File: src/verilog/acs_pkg.sv
// Purpose: Shared constants, types and helpers of the audio clock source selector.
// Assumes: The system clock runs at ACS_CLK_HZ; external clocks arrive at word rate.
// Notes: Periods are measured in system clock cycles.
package acs_pkg;

	// ***************************************************************
	// Widths and timing
	// ***************************************************************
	localparam int ACS_PW = 12;
	localparam int unsigned ACS_CLK_HZ = 20_000_000;
	localparam int unsigned ACS_SS_MAX_HZ = 48_000;
	localparam int unsigned ACS_SS_MIN_HZ = 32_000;
	// Halving starts clearly above the top single speed rate, so a jittery 48 kHz reference stays whole.
	localparam logic [ACS_PW-1:0] ACS_SS_LIMIT_CYC = ACS_PW'(ACS_CLK_HZ / ACS_SS_MAX_HZ - ACS_CLK_HZ / ACS_SS_MAX_HZ / 32);
	localparam logic [ACS_PW-1:0] ACS_TIMEOUT_CYC = ACS_PW'(2 * (ACS_CLK_HZ / ACS_SS_MIN_HZ));
	localparam logic [ACS_PW-1:0] ACS_PER_TOL = 12'h002;
	localparam logic [2:0] ACS_LOCK_CNT = 3'h4;
	localparam int unsigned ACS_NUM_RATES = 6;
	localparam int unsigned ACS_RATE_HZ [ACS_NUM_RATES] = '{32000, 44100, 48000, 64000, 88200, 96000};

	// ***************************************************************
	// Types
	// ***************************************************************
	typedef enum logic [1:0] {
		ACS_SRC_INT = 2'h0,
		ACS_SRC_WORD = 2'h1,
		ACS_SRC_SPDIF = 2'h2,
		ACS_SRC_ADAT = 2'h3
	} acs_src_t;

	typedef enum logic [1:0] {
		ACS_ST_NOLOCK = 2'h0,
		ACS_ST_LOCK = 2'h1,
		ACS_ST_SYNC = 2'h2
	} acs_status_t;

	typedef enum logic [1:0] {
		ACS_BOX_ERROR = 2'h0,
		ACS_BOX_DETECTED = 2'h1,
		ACS_BOX_CONNECTED = 2'h3,
		ACS_BOX_DISCONNECTED = 2'h2
	} acs_box_t;

	typedef logic [2:0] acs_rate_t;
	localparam acs_rate_t ACS_RATE_NONE = 3'h0;

	typedef struct packed {
		logic locked;
		logic rise;
		logic [ACS_PW-1:0] period;
	} acs_mon_t;

	typedef struct packed {
		logic opt_sel;
		logic opt_out_en;
		logic tms_en;
	} acs_spdif_cfg_t;

	typedef struct packed {
		logic present;
		logic fw_done;
		logic comm_ok;
	} acs_box_pins_t;

	localparam acs_src_t ACS_RST_SRC = ACS_SRC_INT;
	localparam acs_box_t ACS_RST_BOX = ACS_BOX_ERROR;

	// ***************************************************************
	// Helpers
	// ***************************************************************
	function automatic logic [ACS_PW-1:0] acs_abs_diff(input logic [ACS_PW-1:0] a, input logic [ACS_PW-1:0] b);
		return (a > b) ? a - b : b - a;
	endfunction

	// Maps a measured period to the nominal rate it lies within about 3 percent of.
	function automatic acs_rate_t acs_rate_of(input logic [ACS_PW-1:0] p);
		acs_rate_t r;
		logic [ACS_PW-1:0] nominal;
		r = ACS_RATE_NONE;
		for (int i = 0; i < ACS_NUM_RATES; i++) begin
			nominal = ACS_PW'(ACS_CLK_HZ / ACS_RATE_HZ[i]);
			if (acs_abs_diff(p, nominal) <= (p >> 5)) begin
				r = 3'(i + 1);
			end
		end
		return r;
	endfunction

endpackage

File: src/verilog/acs_input_monitor.sv
// Purpose: Synchronises one external clock, measures its period and judges lock.
// Assumes: The clock is slow enough that each level lasts at least two system cycles.
// Notes: Lock needs ACS_LOCK_CNT matching periods; a missing edge drops it.
module acs_input_monitor
	import acs_pkg::*;
(
	input wire logic clk_i,
	input wire logic rst_b_i,
	input wire logic pin_i,
	output acs_mon_t mon_o
);

	// ***************************************************************
	// State
	// ***************************************************************
	typedef struct packed {
		logic [1:0] sync;
		logic prev;
		logic [ACS_PW-1:0] cnt;
		logic [2:0] good;
		acs_mon_t mon;
	} acs_mon_state_t;

	acs_mon_state_t s;
	acs_mon_state_t next_s;

	always_comb begin
		next_s = s;
		next_s.sync = {s.sync[0], pin_i};
		next_s.prev = s.sync[1];
		next_s.mon.rise = 1'b0;
		if (s.cnt != {ACS_PW{1'b1}}) begin
			next_s.cnt = s.cnt + 1'b1;
		end
		if (s.sync[1] && !s.prev) begin
			next_s.mon.rise = 1'b1;
			next_s.cnt = 12'h001;
			next_s.mon.period = s.cnt;
			if (s.cnt < ACS_TIMEOUT_CYC && acs_abs_diff(s.cnt, s.mon.period) <= ACS_PER_TOL) begin
				if (s.good != ACS_LOCK_CNT) begin
					next_s.good = s.good + 1'b1;
				end
				next_s.mon.locked = (next_s.good == ACS_LOCK_CNT);
			end else begin
				next_s.good = 3'h0;
				next_s.mon.locked = 1'b0;
			end
		end else if (s.cnt >= ACS_TIMEOUT_CYC) begin
			next_s.good = 3'h0;
			next_s.mon.locked = 1'b0;
		end
	end

	always_ff @(posedge clk_i or negedge rst_b_i) begin
		if (!rst_b_i) begin
			s <= '0;
		end else begin
			s <= next_s;
		end
	end

	assign mon_o = s.mon;

endmodule

File: src/verilog/acs_source_select.sv
// Purpose: Chooses the sample clock reference, reports input status and drives digital outputs.
// Assumes: External clocks and box pins are asynchronous; config bits come from the clk_i domain.
// Notes: A preferred source of internal means fixed master operation.
// Behaviour
// - Reference is internal, word, SPDIF or ADAT.
// - Unlocked preferred input falls back to locked one.
// - Nothing locked means internal oscillator reference.
// - Locked preferred input stays the reference.
// - Automatic mode follows valid inputs immediately.
// - Lost external reference reverts to internal master when no other input is locked.
// - Report the source in use separately.
// - Per-input status: no lock, lock, sync.
// - Word clock output follows current sample rate.
// - Single speed halves rates above 48 kHz.
// - SPDIF input from optical or coaxial port.
// - Measure and report received SPDIF sample rate.
// - Coaxial output always, optical when enabled.
// - Channel status and track marker gated.
// - All receivers run, one is reference.
// - Box link state error, detected, connected, disconnected.
// - Disconnect halts link, box runs alone.
module acs_source_select
	import acs_pkg::*;
(
	input wire logic clk_i,
	input wire logic rst_b_i,
	input wire logic word_clk_i,
	input wire logic spdif_opt_i,
	input wire logic spdif_coax_i,
	input wire logic adat_clk_i,
	input acs_src_t pref_src_i,
	input acs_spdif_cfg_t spdif_cfg_i,
	input wire logic single_speed_i,
	input wire logic [ACS_PW-1:0] int_period_i,
	input wire logic spdif_tx_i,
	input wire logic rx_cs_i,
	input wire logic rx_tm_i,
	input acs_box_pins_t box_pins_i,
	input wire logic box_disconnect_i,
	output acs_src_t cur_src_o,
	output acs_status_t word_status_o,
	output acs_status_t spdif_status_o,
	output acs_status_t adat_status_o,
	output logic [ACS_PW-1:0] spdif_period_o,
	output acs_rate_t spdif_rate_o,
	output logic word_clk_o,
	output logic spdif_coax_o,
	output logic spdif_opt_o,
	output logic tx_cs_o,
	output logic tx_tm_o,
	output acs_box_t box_state_o,
	output logic box_link_en_o
);

	// ***************************************************************
	// Input monitors
	// ***************************************************************
	logic [2:0] in_pins;
	acs_mon_t [2:0] mon;

	// Index 0 is word clock, 1 is SPDIF, 2 is ADAT; all are watched at once.
	assign in_pins = {adat_clk_i, spdif_cfg_i.opt_sel ? spdif_opt_i : spdif_coax_i, word_clk_i};

	generate
		for (genvar g = 0; g < 3; g++) begin : gen_mon
			acs_input_monitor u_mon (
				.clk_i(clk_i),
				.rst_b_i(rst_b_i),
				.pin_i(in_pins[g]),
				.mon_o(mon[g])
			);
		end
	endgenerate

	// ***************************************************************
	// Helpers
	// ***************************************************************
	function automatic logic [1:0] src_idx(input acs_src_t src);
		case (src)
			ACS_SRC_WORD: return 2'h0;
			ACS_SRC_SPDIF: return 2'h1;
			ACS_SRC_ADAT: return 2'h2;
			default: return 2'h0;
		endcase
	endfunction

	function automatic logic src_locked(input acs_src_t src, input acs_mon_t [2:0] m);
		return (src != ACS_SRC_INT) && m[src_idx(src)].locked;
	endfunction

	// ***************************************************************
	// State
	// ***************************************************************
	typedef struct packed {
		acs_src_t cur_src;
		logic [ACS_PW-1:0] ref_period;
		acs_status_t [2:0] status;
		logic [ACS_PW-1:0] spdif_period;
		acs_rate_t spdif_rate;
		logic [ACS_PW-1:0] int_cnt;
		logic int_rise;
		logic wck;
		logic [ACS_PW:0] wck_cnt;
		logic ss_phase;
		logic coax;
		logic opt;
		logic tx_cs;
		logic tx_tm;
		acs_box_pins_t [1:0] box_sync;
		acs_box_t box;
	} acs_sel_state_t;

	acs_sel_state_t s;
	acs_sel_state_t next_s;

	logic ref_rise;
	logic halve;
	logic [ACS_PW:0] out_period;
	acs_box_pins_t box_pins;

	assign box_pins = s.box_sync[1];
	assign ref_rise = (s.cur_src == ACS_SRC_INT) ? s.int_rise : mon[src_idx(s.cur_src)].rise;
	assign halve = single_speed_i && (s.ref_period < ACS_SS_LIMIT_CYC);
	assign out_period = halve ? {s.ref_period, 1'b0} : {1'b0, s.ref_period};

	// ***************************************************************
	// Next state
	// ***************************************************************
	always_comb begin
		next_s = s;

		// Source choice.
		if (pref_src_i == ACS_SRC_INT) begin
			next_s.cur_src = ACS_SRC_INT;
		end else if (src_locked(pref_src_i, mon)) begin
			next_s.cur_src = pref_src_i;
		end else if (mon[0].locked) begin
			next_s.cur_src = ACS_SRC_WORD;
		end else if (mon[1].locked) begin
			next_s.cur_src = ACS_SRC_SPDIF;
		end else if (mon[2].locked) begin
			next_s.cur_src = ACS_SRC_ADAT;
		end else begin
			next_s.cur_src = ACS_SRC_INT;
		end

		// Reference period and per-input status.
		next_s.ref_period = (s.cur_src == ACS_SRC_INT) ? int_period_i : mon[src_idx(s.cur_src)].period;
		for (int i = 0; i < 3; i++) begin
			if (!mon[i].locked) begin
				next_s.status[i] = ACS_ST_NOLOCK;
			end else if (acs_abs_diff(mon[i].period, s.ref_period) <= ACS_PER_TOL) begin
				next_s.status[i] = ACS_ST_SYNC;
			end else begin
				next_s.status[i] = ACS_ST_LOCK;
			end
		end

		// SPDIF rate report; zero period and no rate while unlocked.
		next_s.spdif_period = mon[1].locked ? mon[1].period : '0;
		next_s.spdif_rate = mon[1].locked ? acs_rate_of(mon[1].period) : ACS_RATE_NONE;

		// Internal oscillator divider.
		next_s.int_rise = 1'b0;
		if (s.int_cnt >= int_period_i - 1'b1) begin
			next_s.int_cnt = '0;
			next_s.int_rise = 1'b1;
		end else begin
			next_s.int_cnt = s.int_cnt + 1'b1;
		end

		// Word clock output: high for half of the output period from each accepted reference edge.
		if (s.wck_cnt != {(ACS_PW + 1){1'b1}}) begin
			next_s.wck_cnt = s.wck_cnt + 1'b1;
		end
		if (ref_rise && (!halve || !s.ss_phase)) begin
			next_s.wck = 1'b1;
			next_s.wck_cnt = '0;
		end else if (s.wck && (s.wck_cnt + 1'b1 >= (out_period >> 1))) begin
			next_s.wck = 1'b0;
		end
		if (ref_rise) begin
			next_s.ss_phase = halve ? !s.ss_phase : 1'b0;
		end

		// SPDIF transmit side.
		next_s.coax = spdif_tx_i;
		next_s.opt = spdif_cfg_i.opt_out_en & spdif_tx_i;
		next_s.tx_cs = spdif_cfg_i.tms_en & rx_cs_i;
		next_s.tx_tm = spdif_cfg_i.tms_en & rx_tm_i;

		// Box link state.
		next_s.box_sync = {s.box_sync[0], box_pins_i};
		case (s.box)
			ACS_BOX_ERROR: begin
				if (box_pins.present) begin
					next_s.box = ACS_BOX_DETECTED;
				end
			end
			ACS_BOX_DETECTED: begin
				if (!box_pins.present) begin
					next_s.box = ACS_BOX_ERROR;
				end else if (box_disconnect_i) begin
					next_s.box = ACS_BOX_DISCONNECTED;
				end else if (box_pins.fw_done && box_pins.comm_ok) begin
					next_s.box = ACS_BOX_CONNECTED;
				end
			end
			ACS_BOX_CONNECTED: begin
				if (box_disconnect_i) begin
					next_s.box = ACS_BOX_DISCONNECTED;
				end else if (!box_pins.present || !box_pins.comm_ok) begin
					next_s.box = ACS_BOX_ERROR;
				end
			end
			ACS_BOX_DISCONNECTED: begin
				if (!box_disconnect_i) begin
					next_s.box = box_pins.present ? ACS_BOX_DETECTED : ACS_BOX_ERROR;
				end
			end
			default: begin
				next_s.box = ACS_RST_BOX;
			end
		endcase
	end

	// ***************************************************************
	// Registers
	// ***************************************************************
	always_ff @(posedge clk_i or negedge rst_b_i) begin
		if (!rst_b_i) begin
			s <= '0;
			s.cur_src <= ACS_RST_SRC;
			s.box <= ACS_RST_BOX;
		end else begin
			s <= next_s;
		end
	end

	// ***************************************************************
	// Outputs
	// ***************************************************************
	assign cur_src_o = s.cur_src;
	assign word_status_o = s.status[0];
	assign spdif_status_o = s.status[1];
	assign adat_status_o = s.status[2];
	assign spdif_period_o = s.spdif_period;
	assign spdif_rate_o = s.spdif_rate;
	assign word_clk_o = s.wck;
	assign spdif_coax_o = s.coax;
	assign spdif_opt_o = s.opt;
	assign tx_cs_o = s.tx_cs;
	assign tx_tm_o = s.tx_tm;
	assign box_state_o = s.box;
	assign box_link_en_o = (s.box == ACS_BOX_DETECTED) || (s.box == ACS_BOX_CONNECTED);

endmodule
File: config.mk
export PLATFORM = sky130hd
export DESIGN_NAME = acs_source_select
export DESIGN_NICKNAME = d
export VERILOG_FILES = /design/src/verilog/acs_pkg.sv /design/src/verilog/acs_input_monitor.sv /design/src/verilog/acs_source_select.sv
export SDC_FILE = /design/constraint.sdc
export NUM_CORES = 1
export LEC_CHECK = 0
export ABC_AREA = 1
export ABC_CLOCK_PERIOD_IN_PS = 7150
export BUFFER_PORTS_ARGS = -buffer_cell sky130_fd_sc_hd__buf_2
export CELL_PAD_IN_SITES_DETAIL_PLACEMENT = 0
export CELL_PAD_IN_SITES_GLOBAL_PLACEMENT = 1
export CORE_MARGIN = 3
export CORE_UTILIZATION = 40
export CTS_CLUSTER_DIAMETER = 40
export CTS_CLUSTER_SIZE = 24
export DETAILED_ROUTE_END_ITERATION = 10
export PLACE_DENSITY = 0.83
export SYNTH_ARGS = -nofsm -noshare
export SYNTH_HDL_FRONTEND = slang
export SYNTH_HIERARCHICAL = 1
export SYNTH_SLANG_ARGS = --single-unit
File: constraint.sdc
create_clock -name clk_i -period 7.15 [get_ports clk_i]
set_input_delay 0.715 -clock clk_i [delete_from_list [all_inputs] [get_ports clk_i]]
set_output_delay 0.715 -clock clk_i [all_outputs]
set_load 0.1 [all_outputs]
==> report_table.html, run 1 <==
<table>
<tr><th>Metric</th><th>Value</th></tr>
<tr><th colspan="2">Clock tree</th></tr>
<tr><td>CTS-repair resized insts</td><td>0</td></tr>
<tr><td>Clock-pin slew reported for the worst setup and hold paths after clock tree synthesis</td><td>0.08 ns</td></tr>
<tr><td>Buffer depth of the longest clock path</td><td>2</td></tr>
<tr><td>Source-to-sink clock delay at the later pin of the worst-skew pair</td><td>0.49 ns</td></tr>
<tr><td>Clk root buf</td><td>clkbuf_16</td></tr>
<tr><td>Clock sink total</td><td>171</td></tr>
<tr><td>Hold-fix buffers, CTS</td><td>0</td></tr>
<tr><td>Number of buffers added by the clock tree synthesis step</td><td>17</td></tr>
<tr><td>TritonCTS clock tree</td><td>yes</td></tr>
<tr><td>Htree depth</td><td>4</td></tr>
<tr><td>Post-CTS Setup Repair Bufs</td><td>0</td></tr>
<tr><th colspan="2">Power</th></tr>
<tr><td>Maximum vdd ir drop</td><td>218 uV</td></tr>
<tr><td>Power density over the cells</td><td>300 nW/um^2</td></tr>
<tr><td>Pleak</td><td>12.7 nW</td></tr>
<tr><th colspan="2">Critical path</th></tr>
<tr><td>Type of the setup path with the least slack</td><td>reg -&gt; reg</td></tr>
<tr><td>Cell family with the largest share of critical-path delay</td><td>simple AND/OR/NAND/NOR gates</td></tr>
<tr><td>Arrival time of data at the critical path endpoint</td><td>4.56 ns</td></tr>
<tr><td>Startpoint types</td><td>register</td></tr>
<tr><td>Nature of the critical path endpoint</td><td>register</td></tr>
<tr><td>Largest incremental delay on the critical path</td><td>0.93 ns</td></tr>
<tr><td>Number of buffers and inverters on the critical path</td><td>4</td></tr>
<tr><td>Crit path max-delay cell type</td><td>dfrtp_1</td></tr>
<tr><td>Critical path data required time</td><td>7.51 ns</td></tr>
<tr><td>Maximum fanout along the worst path</td><td>18</td></tr>
<tr><td>Cell repeated most along the worst path</td><td>nand2_1</td></tr>
<tr><th colspan="2">Logic synthesis</th></tr>
<tr><td>Number of flops mapped to enable cells by yosys</td><td>0</td></tr>
<tr><td>Register area share after synthesis</td><td>19.7%</td></tr>
<tr><td>Library cell with the largest summed area after synthesis</td><td>dfrtp_1</td></tr>
<tr><td>Fraction of registers with async set or reset after synthesis</td><td>100%</td></tr>
<tr><td>Gate count after technology mapping</td><td>3,508</td></tr>
<tr><td>Main area contributors after synthesis</td><td>dfrtp_1 20%, nand2_1 19%, ha_1 14%, inv_1 8.7%, nand3_1 5.8%</td></tr>
<tr><td>Leading register cell type out of synthesis</td><td>dfrtp_1</td></tr>
<tr><td>#FFs+latches synth</td><td>171</td></tr>
<tr><td>Warnings from Yosys</td><td>6</td></tr>
<tr><td>Avg Synthesized Cell Area</td><td>6.19 um^2</td></tr>
<tr><td>Yosys cell types</td><td>54</td></tr>
<tr><td>Proportion of netlist area held by the largest area contributor</td><td>19.7%</td></tr>
<tr><td>Net count after synthesis</td><td>3,792</td></tr>
<tr><td>Post-Syn Area</td><td>21,700 um^2</td></tr>
<tr><th colspan="2">STA</th></tr>
<tr><td>Headroom to the max-slew limit</td><td>35.9%</td></tr>
<tr><td>Final count of hold timing violations</td><td>0</td></tr>
<tr><td>Final Critical Period</td><td>4.20 ns</td></tr>
<tr><td>Setup-violating endpoint count in the final report</td><td>0</td></tr>
<tr><td>Transition time at the pin with the least slew margin</td><td>0.955 ns</td></tr>
<tr><td>Pins Over Slew Limit</td><td>0</td></tr>
<tr><td>Total Negative Setup Slacks</td><td>0 ns</td></tr>
<tr><td>Unrepaired setup endpoints after global routing</td><td>no</td></tr>
<tr><td>Least setup slack across all paths after layout</td><td>2.95 ns</td></tr>
<tr><td>Maximum clock skew at final layout</td><td>0.0106 ns</td></tr>
<tr><td>Peak clock frequency supported by timing</td><td>0.238 GHz</td></tr>
<tr><td>Period utilization</td><td>58.8%</td></tr>
<tr><th colspan="2">Die</th></tr>
<tr><td>Height of the die</td><td>239 um</td></tr>
<tr><td>Die span in x</td><td>239 um</td></tr>
<tr><td>Die Outline Area</td><td>57,100 um^2</td></tr>
<tr><td>Cell Rows</td><td>84</td></tr>
<tr><td>Core area</td><td>53,100 um^2</td></tr>
<tr><td>Starting Density</td><td>40.9%</td></tr>
<tr><td>Number of placed I/O pins</td><td>62</td></tr>
<tr><th colspan="2">Cells and area</th></tr>
<tr><td>Fraction of final layout cells with drive strength greater than 1</td><td>7.49%</td></tr>
<tr><td>Net total in the final layout</td><td>3,757</td></tr>
<tr><td>Growth of design area from synthesis to finish</td><td>4.43%</td></tr>
<tr><td>Cell area after layout</td><td>22,700 um^2</td></tr>
<tr><th colspan="2">Route</th></tr>
<tr><td>Total Routed Length</td><td>66,100 um</td></tr>
<tr><td>Routed length per placed instance</td><td>15.8 um</td></tr>
<tr><td>DRC Markers</td><td>0</td></tr>
<tr><td>DRT iter0 DRCs</td><td>1,470</td></tr>
<tr><td>Via Count</td><td>21,400</td></tr>
<tr><td>DRT Pass-1 Iters</td><td>6</td></tr>
<tr><td>Number of vias per cell</td><td>5.12</td></tr>
<tr><td>Remaining antenna violation count after routing</td><td>0</td></tr>
<tr><th colspan="2">Run</th></tr>
<tr><td>Count of max-cap constraint violations</td><td>0</td></tr>
<tr><th colspan="2">Global routing</th></tr>
<tr><td>Remaining global-route overflow</td><td>0</td></tr>
<tr><td>Total Routing Usage GR</td><td>23.1%</td></tr>
<tr><td>Met3 global-route usage</td><td>4.30%</td></tr>
<tr><td>Met2 routing resource usage after global routing</td><td>36.4%</td></tr>
<tr><td>Initial antenna violation count</td><td>1</td></tr>
<tr><td>Most congested layer reported by global routing</td><td>met2</td></tr>
<tr><td>First-pass GRT wire length</td><td>105,000 um</td></tr>
<tr><td>Met1 track demand over resource in global routing</td><td>31.6%</td></tr>
<tr><td>Via count of the first global-routing pass</td><td>19,500</td></tr>
<tr><td>Pin count of the biggest net entering global routing</td><td>69</td></tr>
<tr><th colspan="2">Run status</th></tr>
<tr><td>Result of the run</td><td>finished, final reports clean</td></tr>
<tr><th colspan="2">Hold path</th></tr>
<tr><td>Hold crit path type</td><td>in -&gt; async</td></tr>
<tr><th colspan="2">Placement</th></tr>
<tr><td>Placed cell area</td><td>22,100 um^2</td></tr>
<tr><td>DPL Wire Length</td><td>51,900 um</td></tr>
<tr><td>Number of input and output port buffers inserted</td><td>61</td></tr>
<tr><td>Weighted congestion reported at the end of routability-driven placement</td><td>0.958</td></tr>
<tr><td>Setup WS pre-CTS</td><td>3.07 ns</td></tr>
</table>
-- kinds of logic after synthesis --
family          share of synthesized area, %
simple gates                            36.2
buf+inv                                 13.9
compound gates                          11.5
fa+ha+maj                               15.0
flops                                   19.7
xor+xnor                                3.67
other cells                           0.0173
mux                                   0.0519
-- cells in the final DEF (no fill, tap or decap), drive strengths merged, types with 4 or more instances in the layout --
cell type  netlist  final
o22ai            4      4
clkbuf          20     18
o211ai          13     13
a31oi           10     10
nor2           288    288
o21bai          13     13
xnor2            8      8
o22a             4      4
nand3          255    255
dfrtp          171    171
buf            111     76
nand2         1172   1172
inv            555    561
a21oi          178    178
nand4           67     67
o21ai          207    207
a21o             4      4
fa              12     12
clkinv           7     12
or2              6      6
ha             241    241
a211oi           5      5
nor3            39     39
nand3b          14     14
xor2            83     83
-- cell usage after synthesis (all sizes together), types with 4 or more instances --
cell type	number
nand3b	14
a21oi	178
a21o	4
o22ai	4
clkbuf	20
xor2	83
ha	241
or2	6
nand3	255
o211ai	13
xnor2	8
buf	111
a211oi	5
nor3	39
o21ai	207
a31oi	10
nand2	1172
nor2	288
o21bai	13
inv	555
nand4	67
clkinv	7
fa	12
dfrtp	171
o22a	4
-- registers in the layout, indices dropped and copies added (netlist names), 2 cells and up --
register              count
spdif_status_o            2
word_status_o             2
cur_src_o                 2
box_state_o               2
s                        39
next_s                    3
adat_status_o             2
gen_mon.u_mon/s          48
gen_mon.u_mon/mon_o      42
box_pins                  3
spdif_period_o           12
gen_mon.u_mon/next_s      6
spdif_rate_o              3
-- through the flow --
stage	cells	utilization [%]	total power [mW]	hold slack (ns)
after floorplan	3508	-	4.83	0.331
after global placement	4142	41.7	5.83	0.334
after detailed placement	4142	41.7	5.83	0.335
after CTS	4172	42.7	6.80	0.218
after global routing	4172	42.7	7.55	0.261
final	4173	42.7	6.79	0.227
-- cell type report --
type,count,area [um^2]
timing repair buffer,77,434
clock buffer,17,425
sequential,171,4280
fill,5743,30400
multi-input combinational,2644,14400
inverter,562,2110
tap,688,861
clock inverter,13,133
antenna,1,2.50
-- per-layer routing --
metal	vias to the layer above	wire length [um]
met1	9716	31100
met2	539	29100
met4	0	2040
met3	119	3880
li1	11000	-
met5	-	0
-- path summary, 6_finish.rpt --
path                            cells past startpoint                               endpoint  slack (ns)                                   from
min in group clk_i                                  1  gen_mon[0].u_mon/next_s[31]$_DFF_PN0_        0.32                             word_clk_i
worst max-delay path                               26              spdif_rate_o[1]$_DFF_PN0_        2.95  gen_mon[1].u_mon/mon_o[4]$_DFFE_PN0P_
worst min-delay path                                1            spdif_status_o[1]$_DFF_PN0_        0.23                                rst_b_i
max in group asynchronous                           2     gen_mon[1].u_mon/s[23]$_DFFE_PN0P_        5.62                                rst_b_i
worst max register to register                     26              spdif_rate_o[1]$_DFF_PN0_        2.95  gen_mon[1].u_mon/mon_o[4]$_DFFE_PN0P_
worst min register to register                      0                  box_pins[0]$_DFF_PN0_        0.35                    next_s[5]$_DFF_PN0_
-- worst register-to-register path, stage by stage, from the launching register on --
cell and delay, ns:
dfrtp_1 0.93, inv_1 0.45, ha_1 0.34, inv_1 0.11, nor2_1 0.06, nand2_1 0.09, nand2_1 0.08, nand2_1 0.09
nand2_2 0.14, inv_2 0.15, nand2_1 0.07, o21ai_0 0.10, xor2_1 0.18, inv_1 0.06, ha_1 0.29, a21oi_1 0.14
o21ai_0 0.10, nand2_1 0.06, nand2_1 0.04, nand2_1 0.06, nand2_1 0.05, nand2_1 0.05, nand3_1 0.07, nor2_1 0.14
nor2_1 0.07, nand2_1 0.09, a21oi_2 0.05
-- power breakdown --
group	internal [mW]	switching (mW)	leakage [nW]	total, mW
logic	1.56	3.02	10.2	4.58
registers	1.09	0.200	2.26	1.29
clock network	0.456	0.474	0.269	0.930
(Power assumes the default switching activity.)
==> run 2: changes to the inputs <==
ABC_CLOCK_PERIOD_IN_PS = 4100   (was 7150)
clock period = 4.1 ns   (was 7.15 ns; I/O delays follow)
==> run 2 against run 1 <==
Clock power rose by 83%. Via count rose by 0.12%. Utilization rose by 0.47 points. Routed wire length rose by 0.45%. Worst hold slack got worse by 0.18 ns. Final area rose by 1.1%. Register-to-register slack got worse by 2.5 ns. Non-clock buffer count rose by 24. Clock skew fell by 0.0019 ns. Sequential share of layout area fell by 0.20 points. Critical path type unchanged. Largest power group unchanged.
==> report_table.html, run 2 (same netlist as run 1, synthesis figures left out) <==
<table>
<tr><th>Metric</th><th>Value</th></tr>
<tr><th colspan="2">Hold path</th></tr>
<tr><td>Hold crit path type</td><td>in -&gt; reg</td></tr>
<tr><th colspan="2">Critical path</th></tr>
<tr><td>Type of the setup path with the least slack</td><td>reg -&gt; reg</td></tr>
<tr><td>Nature of the critical path endpoint</td><td>register</td></tr>
<tr><td>Largest incremental delay on the critical path</td><td>0.39 ns</td></tr>
<tr><td>Critical path data required time</td><td>4.51 ns</td></tr>
<tr><td>Cell repeated most along the worst path</td><td>nand2_1</td></tr>
<tr><td>Crit path max-delay cell type</td><td>dfrtp_1</td></tr>
<tr><td>Startpoint types</td><td>register</td></tr>
<tr><td>Arrival time of data at the critical path endpoint</td><td>4.06 ns</td></tr>
<tr><td>Maximum fanout along the worst path</td><td>15</td></tr>
<tr><th colspan="2">Cells and area</th></tr>
<tr><td>Reg with most FFs</td><td>gen_mon.u_mon/s</td></tr>
<tr><td>Number of flip-flops in the largest register</td><td>48</td></tr>
<tr><td>Top library cells by usage in the layout, fill and taps aside</td><td>1,127 x nand2_1, 503 x inv_1, 260 x nor2_1, 253 x nand3_1, 241 x ha_1</td></tr>
<tr><td>Net total in the final layout</td><td>3,781</td></tr>
<tr><td>Growth of design area from synthesis to finish</td><td>5.57%</td></tr>
<tr><td>Most common cell after layout, fill and taps aside</td><td>nand2_1</td></tr>
<tr><td>Fillers</td><td>5,777</td></tr>
<tr><td>Fraction of final layout cells with drive strength greater than 1</td><td>7.98%</td></tr>
<tr><td>Cell area after layout</td><td>22,900 um^2</td></tr>
<tr><th colspan="2">Run status</th></tr>
<tr><td>Result of the run</td><td>finished, final reports clean</td></tr>
<tr><th colspan="2">STA</th></tr>
<tr><td>Unrepaired setup endpoints after global routing</td><td>no</td></tr>
<tr><td>Setup-violating endpoint count in the final report</td><td>0</td></tr>
<tr><td>Final count of hold timing violations</td><td>0</td></tr>
<tr><td>Pins Over Slew Limit</td><td>0</td></tr>
<tr><td>Final Critical Period</td><td>3.65 ns</td></tr>
<tr><td>Worst Hold Margin</td><td>0.0462 ns</td></tr>
<tr><td>Headroom to the max-slew limit</td><td>38.9%</td></tr>
<tr><td>Peak clock frequency supported by timing</td><td>0.274 GHz</td></tr>
<tr><td>Transition time at the pin with the least slew margin</td><td>0.914 ns</td></tr>
<tr><td>Maximum clock skew at final layout</td><td>0.00870 ns</td></tr>
<tr><td>Total Negative Setup Slacks</td><td>0 ns</td></tr>
<tr><td>Period utilization</td><td>89.0%</td></tr>
<tr><th colspan="2">Route</th></tr>
<tr><td>Number of vias per cell</td><td>5.09</td></tr>
<tr><td>DRT Pass-1 Iters</td><td>6</td></tr>
<tr><td>Routed length per placed instance</td><td>15.8 um</td></tr>
<tr><td>Via Count</td><td>21,400</td></tr>
<tr><td>Remaining antenna violation count after routing</td><td>0</td></tr>
<tr><td>Total Routed Length</td><td>66,400 um</td></tr>
<tr><td>DRT iter0 DRCs</td><td>1,605</td></tr>
<tr><td>DRC Markers</td><td>0</td></tr>
<tr><th colspan="2">Placement</th></tr>
<tr><td>Weighted congestion reported at the end of routability-driven placement</td><td>0.964</td></tr>
<tr><td>Number of input and output port buffers inserted</td><td>61</td></tr>
<tr><td>Placed cell area</td><td>22,300 um^2</td></tr>
<tr><td>DPL Wire Length</td><td>52,900 um</td></tr>
<tr><th colspan="2">Clock tree</th></tr>
<tr><td>Htree depth</td><td>4</td></tr>
<tr><td>Clock sink total</td><td>171</td></tr>
<tr><td>Post-CTS Setup Repair Bufs</td><td>0</td></tr>
<tr><td>TritonCTS clock tree</td><td>yes</td></tr>
<tr><td>Clock-pin slew reported for the worst setup and hold paths after clock tree synthesis</td><td>0.07 ns</td></tr>
<tr><td>Number of buffers added by the clock tree synthesis step</td><td>17</td></tr>
<tr><td>Clk root buf</td><td>clkbuf_16</td></tr>
<tr><td>Source-to-sink clock delay at the later pin of the worst-skew pair</td><td>0.49 ns</td></tr>
<tr><td>Buffer depth of the longest clock path</td><td>2</td></tr>
<tr><th colspan="2">Power</th></tr>
<tr><td>Cell internal pwr</td><td>5.56 mW</td></tr>
<tr><td>Power density over the cells</td><td>526 nW/um^2</td></tr>
<tr><td>Share of power burned in the clock network</td><td>14.1%</td></tr>
<tr><td>Maximum vdd ir drop</td><td>569 uV</td></tr>
<tr><td>Net Sw Frac</td><td>53.8%</td></tr>
<tr><td>Pleak</td><td>12.8 nW</td></tr>
<tr><td>Fraction of power consumed by sequential logic</td><td>18.4%</td></tr>
<tr><td>Sw Pwr</td><td>6.49 mW</td></tr>
<tr><td>Combinational group share of total power</td><td>67.4%</td></tr>
<tr><th colspan="2">Die</th></tr>
<tr><td>Number of placed I/O pins</td><td>62</td></tr>
<tr><td>Cell Rows</td><td>84</td></tr>
<tr><td>Die span in x</td><td>239 um</td></tr>
<tr><td>Starting Density</td><td>40.9%</td></tr>
<tr><td>Height of the die</td><td>239 um</td></tr>
<tr><td>Die Outline Area</td><td>57,100 um^2</td></tr>
<tr><td>Core area</td><td>53,100 um^2</td></tr>
<tr><th colspan="2">Global routing</th></tr>
<tr><td>Remaining global-route overflow</td><td>0</td></tr>
<tr><td>First-pass GRT wire length</td><td>107,000 um</td></tr>
<tr><td>Pin count of the biggest net entering global routing</td><td>77</td></tr>
<tr><td>Total Routing Usage GR</td><td>23.5%</td></tr>
<tr><td>Via count of the first global-routing pass</td><td>20,100</td></tr>
<tr><td>Initial antenna violation count</td><td>2</td></tr>
<tr><th colspan="2">Run</th></tr>
<tr><td>Count of max-cap constraint violations</td><td>0</td></tr>
</table>
[run 2: what timing repair did]
action | CTS | global route
endpoints found under the hold margin | 67 | 0
endpoints found under the setup margin | 0 | 0
hold buffers | 6 | 0
resized for setup | 0 | 0
[run 2: metal layers]
layer | routed length (um) | track usage, % | part of all wire [%]
met1 | 31100 | 32.2 | 47
met4 | 1510 | 7.02 | 2.3
met5 | 12 | 0 | 0.018
met2 | 29900 | 37.9 | 45
met3 | 3870 | 3.98 | 5.8
[run 2: layout make-up]
cell class                      count  area, um^2  area share [%]
Inverter                          562        2110            9.22
Sequential cell                   171        4280            18.7
Multi-Input combinational cell   2644       14400            63.0
Tap cell                          688         861            3.76
Timing Repair Buffer              101         642            2.80
Clock inverter                     14         164           0.715
Antenna cell                        1        2.50          0.0109
Clock buffer                       18         429            1.87
[run 2: stage by stage]
step | util, % | total power, mW | cells | worst slack, ns
floorplan | - | 8.43 | 3508 | 0.827
global placement | 41.9 | 10.3 | 4160 | 0.615
detailed placement | 41.9 | 10.3 | 4160 | 0.493
CTS | 43.2 | 12.0 | 4198 | 0.460
global route | 43.2 | 13.4 | 4198 | 0.0397
finish | 43.2 | 12.0 | 4199 | 0.452
[run 2: final timing paths]
kind | from | endpoint | slack (ns) | depth (start not counted)
hold / removal | adat_clk_i | gen_mon[2].u_mon/next_s[31]$_DFF_PN0_ | 0.05 | 1
setup reg to reg | gen_mon[1].u_mon/mon_o[1]$_DFFE_PN0P_ | spdif_rate_o[0]$_DFF_PN0_ | 0.45 | 26
min in group asynchronous | rst_b_i | spdif_status_o[1]$_DFF_PN0_ | 0.48 | 2
hold reg to reg | gen_mon[0].u_mon/next_s[31]$_DFF_PN0_ | gen_mon[0].u_mon/next_s[29]$_DFF_PN0_ | 0.35 | 0
max in group asynchronous | rst_b_i | box_pins[0]$_DFF_PN0_ | 2.71 | 3
setup / recovery | gen_mon[1].u_mon/mon_o[1]$_DFFE_PN0P_ | spdif_rate_o[0]$_DFF_PN0_ | 0.45 | 26
[run 2: worst max-delay path: cells and delay by family (launching register included)]
family	cells	cell delay, ns
XOR/XNOR	1	0.16
AND/OR/NAND/NOR	17	1.54
AO/OA/AOI/OAI	2	0.33
adder cells (fa/ha/maj)	2	0.60
flip-flops	1	0.39
buffers and inverters	4	0.54
[run 2: power groups by stage]
| stage | combinational, mW | sequential, mW | clock (mW) |
|---|---|---|---|
| finish | 8.13 | 2.22 | 1.70 |
| floorplan | 6.29 | 2.14 | 0 |
| detailed placement | 8.03 | 2.25 | 0 |
| global placement | 8.04 | 2.24 | 0 |
| global route | 9.29 | 2.26 | 1.82 |
| CTS | 8.08 | 2.22 | 1.76 |
==> run 3: changes to the inputs <==
ABC_CLOCK_PERIOD_IN_PS = 4480   (was 4100)
PLACE_DENSITY = 0.8   (was 0.83)
REMOVE_ABC_BUFFERS = 1   (was unset)
clock period = 4.48 ns   (was 4.1 ns; I/O delays follow)
==> run 3 against run 2 <==
Non-clock buffer count shrank 13. Via count down 0.65%. Register-to-register slack improved by 0.29 ns. Power fell by 7.5%. Clock power hardly changed. Sequential share of layout area is 0.064 points higher. Setup slack better by 0.29 ns. Critical endpoint unchanged. Largest power group unchanged.
==> report_table.html, run 3 (same netlist as run 1, synthesis figures left out) <==
<table>
<tr><th>Metric</th><th>Value</th></tr>
<tr><th colspan="2">Placement</th></tr>
<tr><td>DPL Wire Length</td><td>53,400 um</td></tr>
<tr><td>Weighted congestion reported at the end of routability-driven placement</td><td>0.953</td></tr>
<tr><td>Number of input and output port buffers inserted</td><td>61</td></tr>
<tr><th colspan="2">Global routing</th></tr>
<tr><td>Via count of the first global-routing pass</td><td>19,800</td></tr>
<tr><td>Initial antenna violation count</td><td>0</td></tr>
<tr><td>Pin count of the biggest net entering global routing</td><td>92</td></tr>
<tr><td>First-pass GRT wire length</td><td>108,000 um</td></tr>
<tr><td>Total Routing Usage GR</td><td>23.9%</td></tr>
<tr><td>Remaining global-route overflow</td><td>0</td></tr>
<tr><th colspan="2">Cells and area</th></tr>
<tr><td>Storage cell area</td><td>4280 um^2</td></tr>
<tr><td>Fillers</td><td>5,791</td></tr>
<tr><td>Net total in the final layout</td><td>3,768</td></tr>
<tr><td>Antenna Diode Count</td><td>0</td></tr>
<tr><td>Number of flip-flops in the largest register</td><td>48</td></tr>
<tr><td>Reg with most FFs</td><td>gen_mon.u_mon/s</td></tr>
<tr><td>Top library cells by usage in the layout, fill and taps aside</td><td>1,127 x nand2_1, 503 x inv_1, 260 x nor2_1, 253 x nand3_1, 241 x ha_1</td></tr>
<tr><td>Multi-input logic area</td><td>14,400 um^2</td></tr>
<tr><td>Growth of design area from synthesis to finish</td><td>5.21%</td></tr>
<tr><td>Fraction of final layout cells with drive strength greater than 1</td><td>7.84%</td></tr>
<tr><td>Most common cell after layout, fill and taps aside</td><td>nand2_1</td></tr>
<tr><th colspan="2">STA</th></tr>
<tr><td>Headroom to the max-slew limit</td><td>37.8%</td></tr>
<tr><td>Period utilization</td><td>83.5%</td></tr>
<tr><td>Peak clock frequency supported by timing</td><td>0.267 GHz</td></tr>
<tr><td>Pins Over Slew Limit</td><td>0</td></tr>
<tr><td>Maximum clock skew at final layout</td><td>0.0226 ns</td></tr>
<tr><td>Transition time at the pin with the least slew margin</td><td>0.927 ns</td></tr>
<tr><td>Worst Hold Margin</td><td>0.0288 ns</td></tr>
<tr><td>Total Negative Setup Slacks</td><td>0 ns</td></tr>
<tr><td>Unrepaired setup endpoints after global routing</td><td>no</td></tr>
<tr><td>Final Critical Period</td><td>3.74 ns</td></tr>
<tr><td>Setup-violating endpoint count in the final report</td><td>0</td></tr>
<tr><td>Final count of hold timing violations</td><td>0</td></tr>
<tr><th colspan="2">Clock tree</th></tr>
<tr><td>Clock sink total</td><td>171</td></tr>
<tr><td>CTS-repair resized insts</td><td>0</td></tr>
<tr><td>Htree depth</td><td>4</td></tr>
<tr><td>Clock-pin slew reported for the worst setup and hold paths after clock tree synthesis</td><td>0.09 ns</td></tr>
<tr><td>Clk root buf</td><td>clkbuf_16</td></tr>
<tr><td>TritonCTS clock tree</td><td>yes</td></tr>
<tr><td>Hold-fix buffers, CTS</td><td>0</td></tr>
<tr><td>Buffer depth of the longest clock path</td><td>2</td></tr>
<tr><td>Number of buffers added by the clock tree synthesis step</td><td>17</td></tr>
<tr><td>Source-to-sink clock delay at the later pin of the worst-skew pair</td><td>0.51 ns</td></tr>
<tr><td>Post-CTS Setup Repair Bufs</td><td>0</td></tr>
<tr><th colspan="2">Hold path</th></tr>
<tr><td>Hold crit path type</td><td>in -&gt; async</td></tr>
<tr><th colspan="2">Die</th></tr>
<tr><td>Height of the die</td><td>239 um</td></tr>
<tr><td>Starting Density</td><td>40.9%</td></tr>
<tr><td>Number of placed I/O pins</td><td>62</td></tr>
<tr><td>Core area</td><td>53,100 um^2</td></tr>
<tr><td>Die Outline Area</td><td>57,100 um^2</td></tr>
<tr><td>Cell Rows</td><td>84</td></tr>
<tr><td>Die span in x</td><td>239 um</td></tr>
<tr><th colspan="2">Run status</th></tr>
<tr><td>Result of the run</td><td>finished, final reports clean</td></tr>
<tr><th colspan="2">Critical path</th></tr>
<tr><td>Critical path data required time</td><td>4.93 ns</td></tr>
<tr><td>Startpoint of the most critical register-to-register path</td><td>gen_mon[1].u_mon/mon_o[5]$_DFFE_PN0P_</td></tr>
<tr><td>Worst setup path end</td><td>spdif_rate_o[0]$_DFF_PN0_</td></tr>
<tr><td>Crit path launch</td><td>gen_mon[1].u_mon/mon_o[5]$_DFFE_PN0P_</td></tr>
<tr><td>Reg2reg path depth</td><td>25</td></tr>
<tr><td>Arrival time of data at the critical path endpoint</td><td>4.19 ns</td></tr>
<tr><td>Endpoint of the worst register-to-register path</td><td>spdif_rate_o[0]$_DFF_PN0_</td></tr>
<tr><td>Nature of the critical path endpoint</td><td>register</td></tr>
<tr><td>Maximum fanout along the worst path</td><td>14</td></tr>
<tr><td>Startpoint types</td><td>register</td></tr>
<tr><td>Type of the setup path with the least slack</td><td>reg -&gt; reg</td></tr>
<tr><td>Reg2reg setup slack</td><td>0.74 ns</td></tr>
<tr><th colspan="2">Power</th></tr>
<tr><td>Power density over the cells</td><td>488 nW/um^2</td></tr>
<tr><td>Maximum vdd ir drop</td><td>340 uV</td></tr>
<tr><td>Total chip power</td><td>11.2 mW</td></tr>
<tr><td>Pleak</td><td>12.8 nW</td></tr>
<tr><th colspan="2">Route</th></tr>
<tr><td>Number of vias per cell</td><td>5.08</td></tr>
<tr><td>DRT iter0 DRCs</td><td>1,797</td></tr>
<tr><td>Routed length per placed instance</td><td>16.2 um</td></tr>
<tr><td>DRT Pass-1 Iters</td><td>5</td></tr>
<tr><td>Via Count</td><td>21,200</td></tr>
<tr><td>Remaining antenna violation count after routing</td><td>0</td></tr>
<tr><td>Total Routed Length</td><td>67,600 um</td></tr>
<tr><td>DRC Markers</td><td>0</td></tr>
<tr><th colspan="2">Run</th></tr>
<tr><td>Count of max-cap constraint violations</td><td>0</td></tr>
</table>
==> run 3: worst max-delay path, cell delays in order, from the launching register on <==
cell and delay (ns):
dfrtp_1 0.71, ha_1 0.45, nand3_2 0.13, inv_2 0.11
nand4_1 0.10, nand2_2 0.24, inv_2 0.11, o21ai_0 0.21
xor2_1 0.16, inv_1 0.05, ha_1 0.29, nand2_1 0.09
inv_1 0.04, nand2_1 0.05, nand2_1 0.05, nand2_1 0.05
nand2_1 0.04, nand2_1 0.05, nand2_1 0.04, nand2_1 0.06
nand3_1 0.07, nor2_1 0.24, nand2_1 0.08, nand2_1 0.07
nand2_1 0.06, a21oi_2 0.10
==> run 3: per-layer routing <==
layer  share of wire (%)  vias up  track usage, %
met5                   0        -               0
met4                 2.7        0            7.42
met3                 5.0       87            3.55
met2                  44      508            37.8
met1                  48     9657            33.7
li1                    -    11000               -
==> run 3: cell type report <==
type / count / area share (%)
clock buffer: 18 / 1.92
inverter: 562 / 9.25
timing repair buffer: 88 / 2.32
sequential: 171 / 18.7
multi-input combinational: 2644 / 63.2
clock inverter: 14 / 0.855
tap: 688 / 3.77
==> run 3: where the power goes <==
part / total [mW] / switching, mW / internal [mW] / leakage [nW]
sequential: 2.03 / 0.299 / 1.73 / 2.26
combinational: 7.40 / 4.89 / 2.51 / 10.2
clock: 1.71 / 0.797 / 0.917 / 0.315
total: 11.2 / 5.99 / 5.16 / 12.8
==> run 3: worst min path at each step <==
stage                     slack [ns]                               endpoint
after global placement          0.34                  box_pins[1]$_DFF_PN0_
final                           0.03             word_status_o[1]$_DFF_PN0_
after floorplan                 0.15             adat_status_o[0]$_DFF_PN0_
after global routing            0.02                    next_s[5]$_DFF_PN0_
after detailed placement        0.34                  box_pins[0]$_DFF_PN0_
after CTS                      0.009  gen_mon[2].u_mon/next_s[31]$_DFF_PN0_
==> run 3: stage by stage <==
step                      utilization, %  worst slack (ns)  instance area, um^2  std cells
final                               43.0             0.738                22800       4185
after global routing                43.0             0.282                22800       4185
after CTS                           43.0             0.783                22800       4185
after detailed placement            41.8             0.811                22200       4153
after global placement              41.8             0.897                22200       4153
after floorplan                        -              1.20                20800       3377
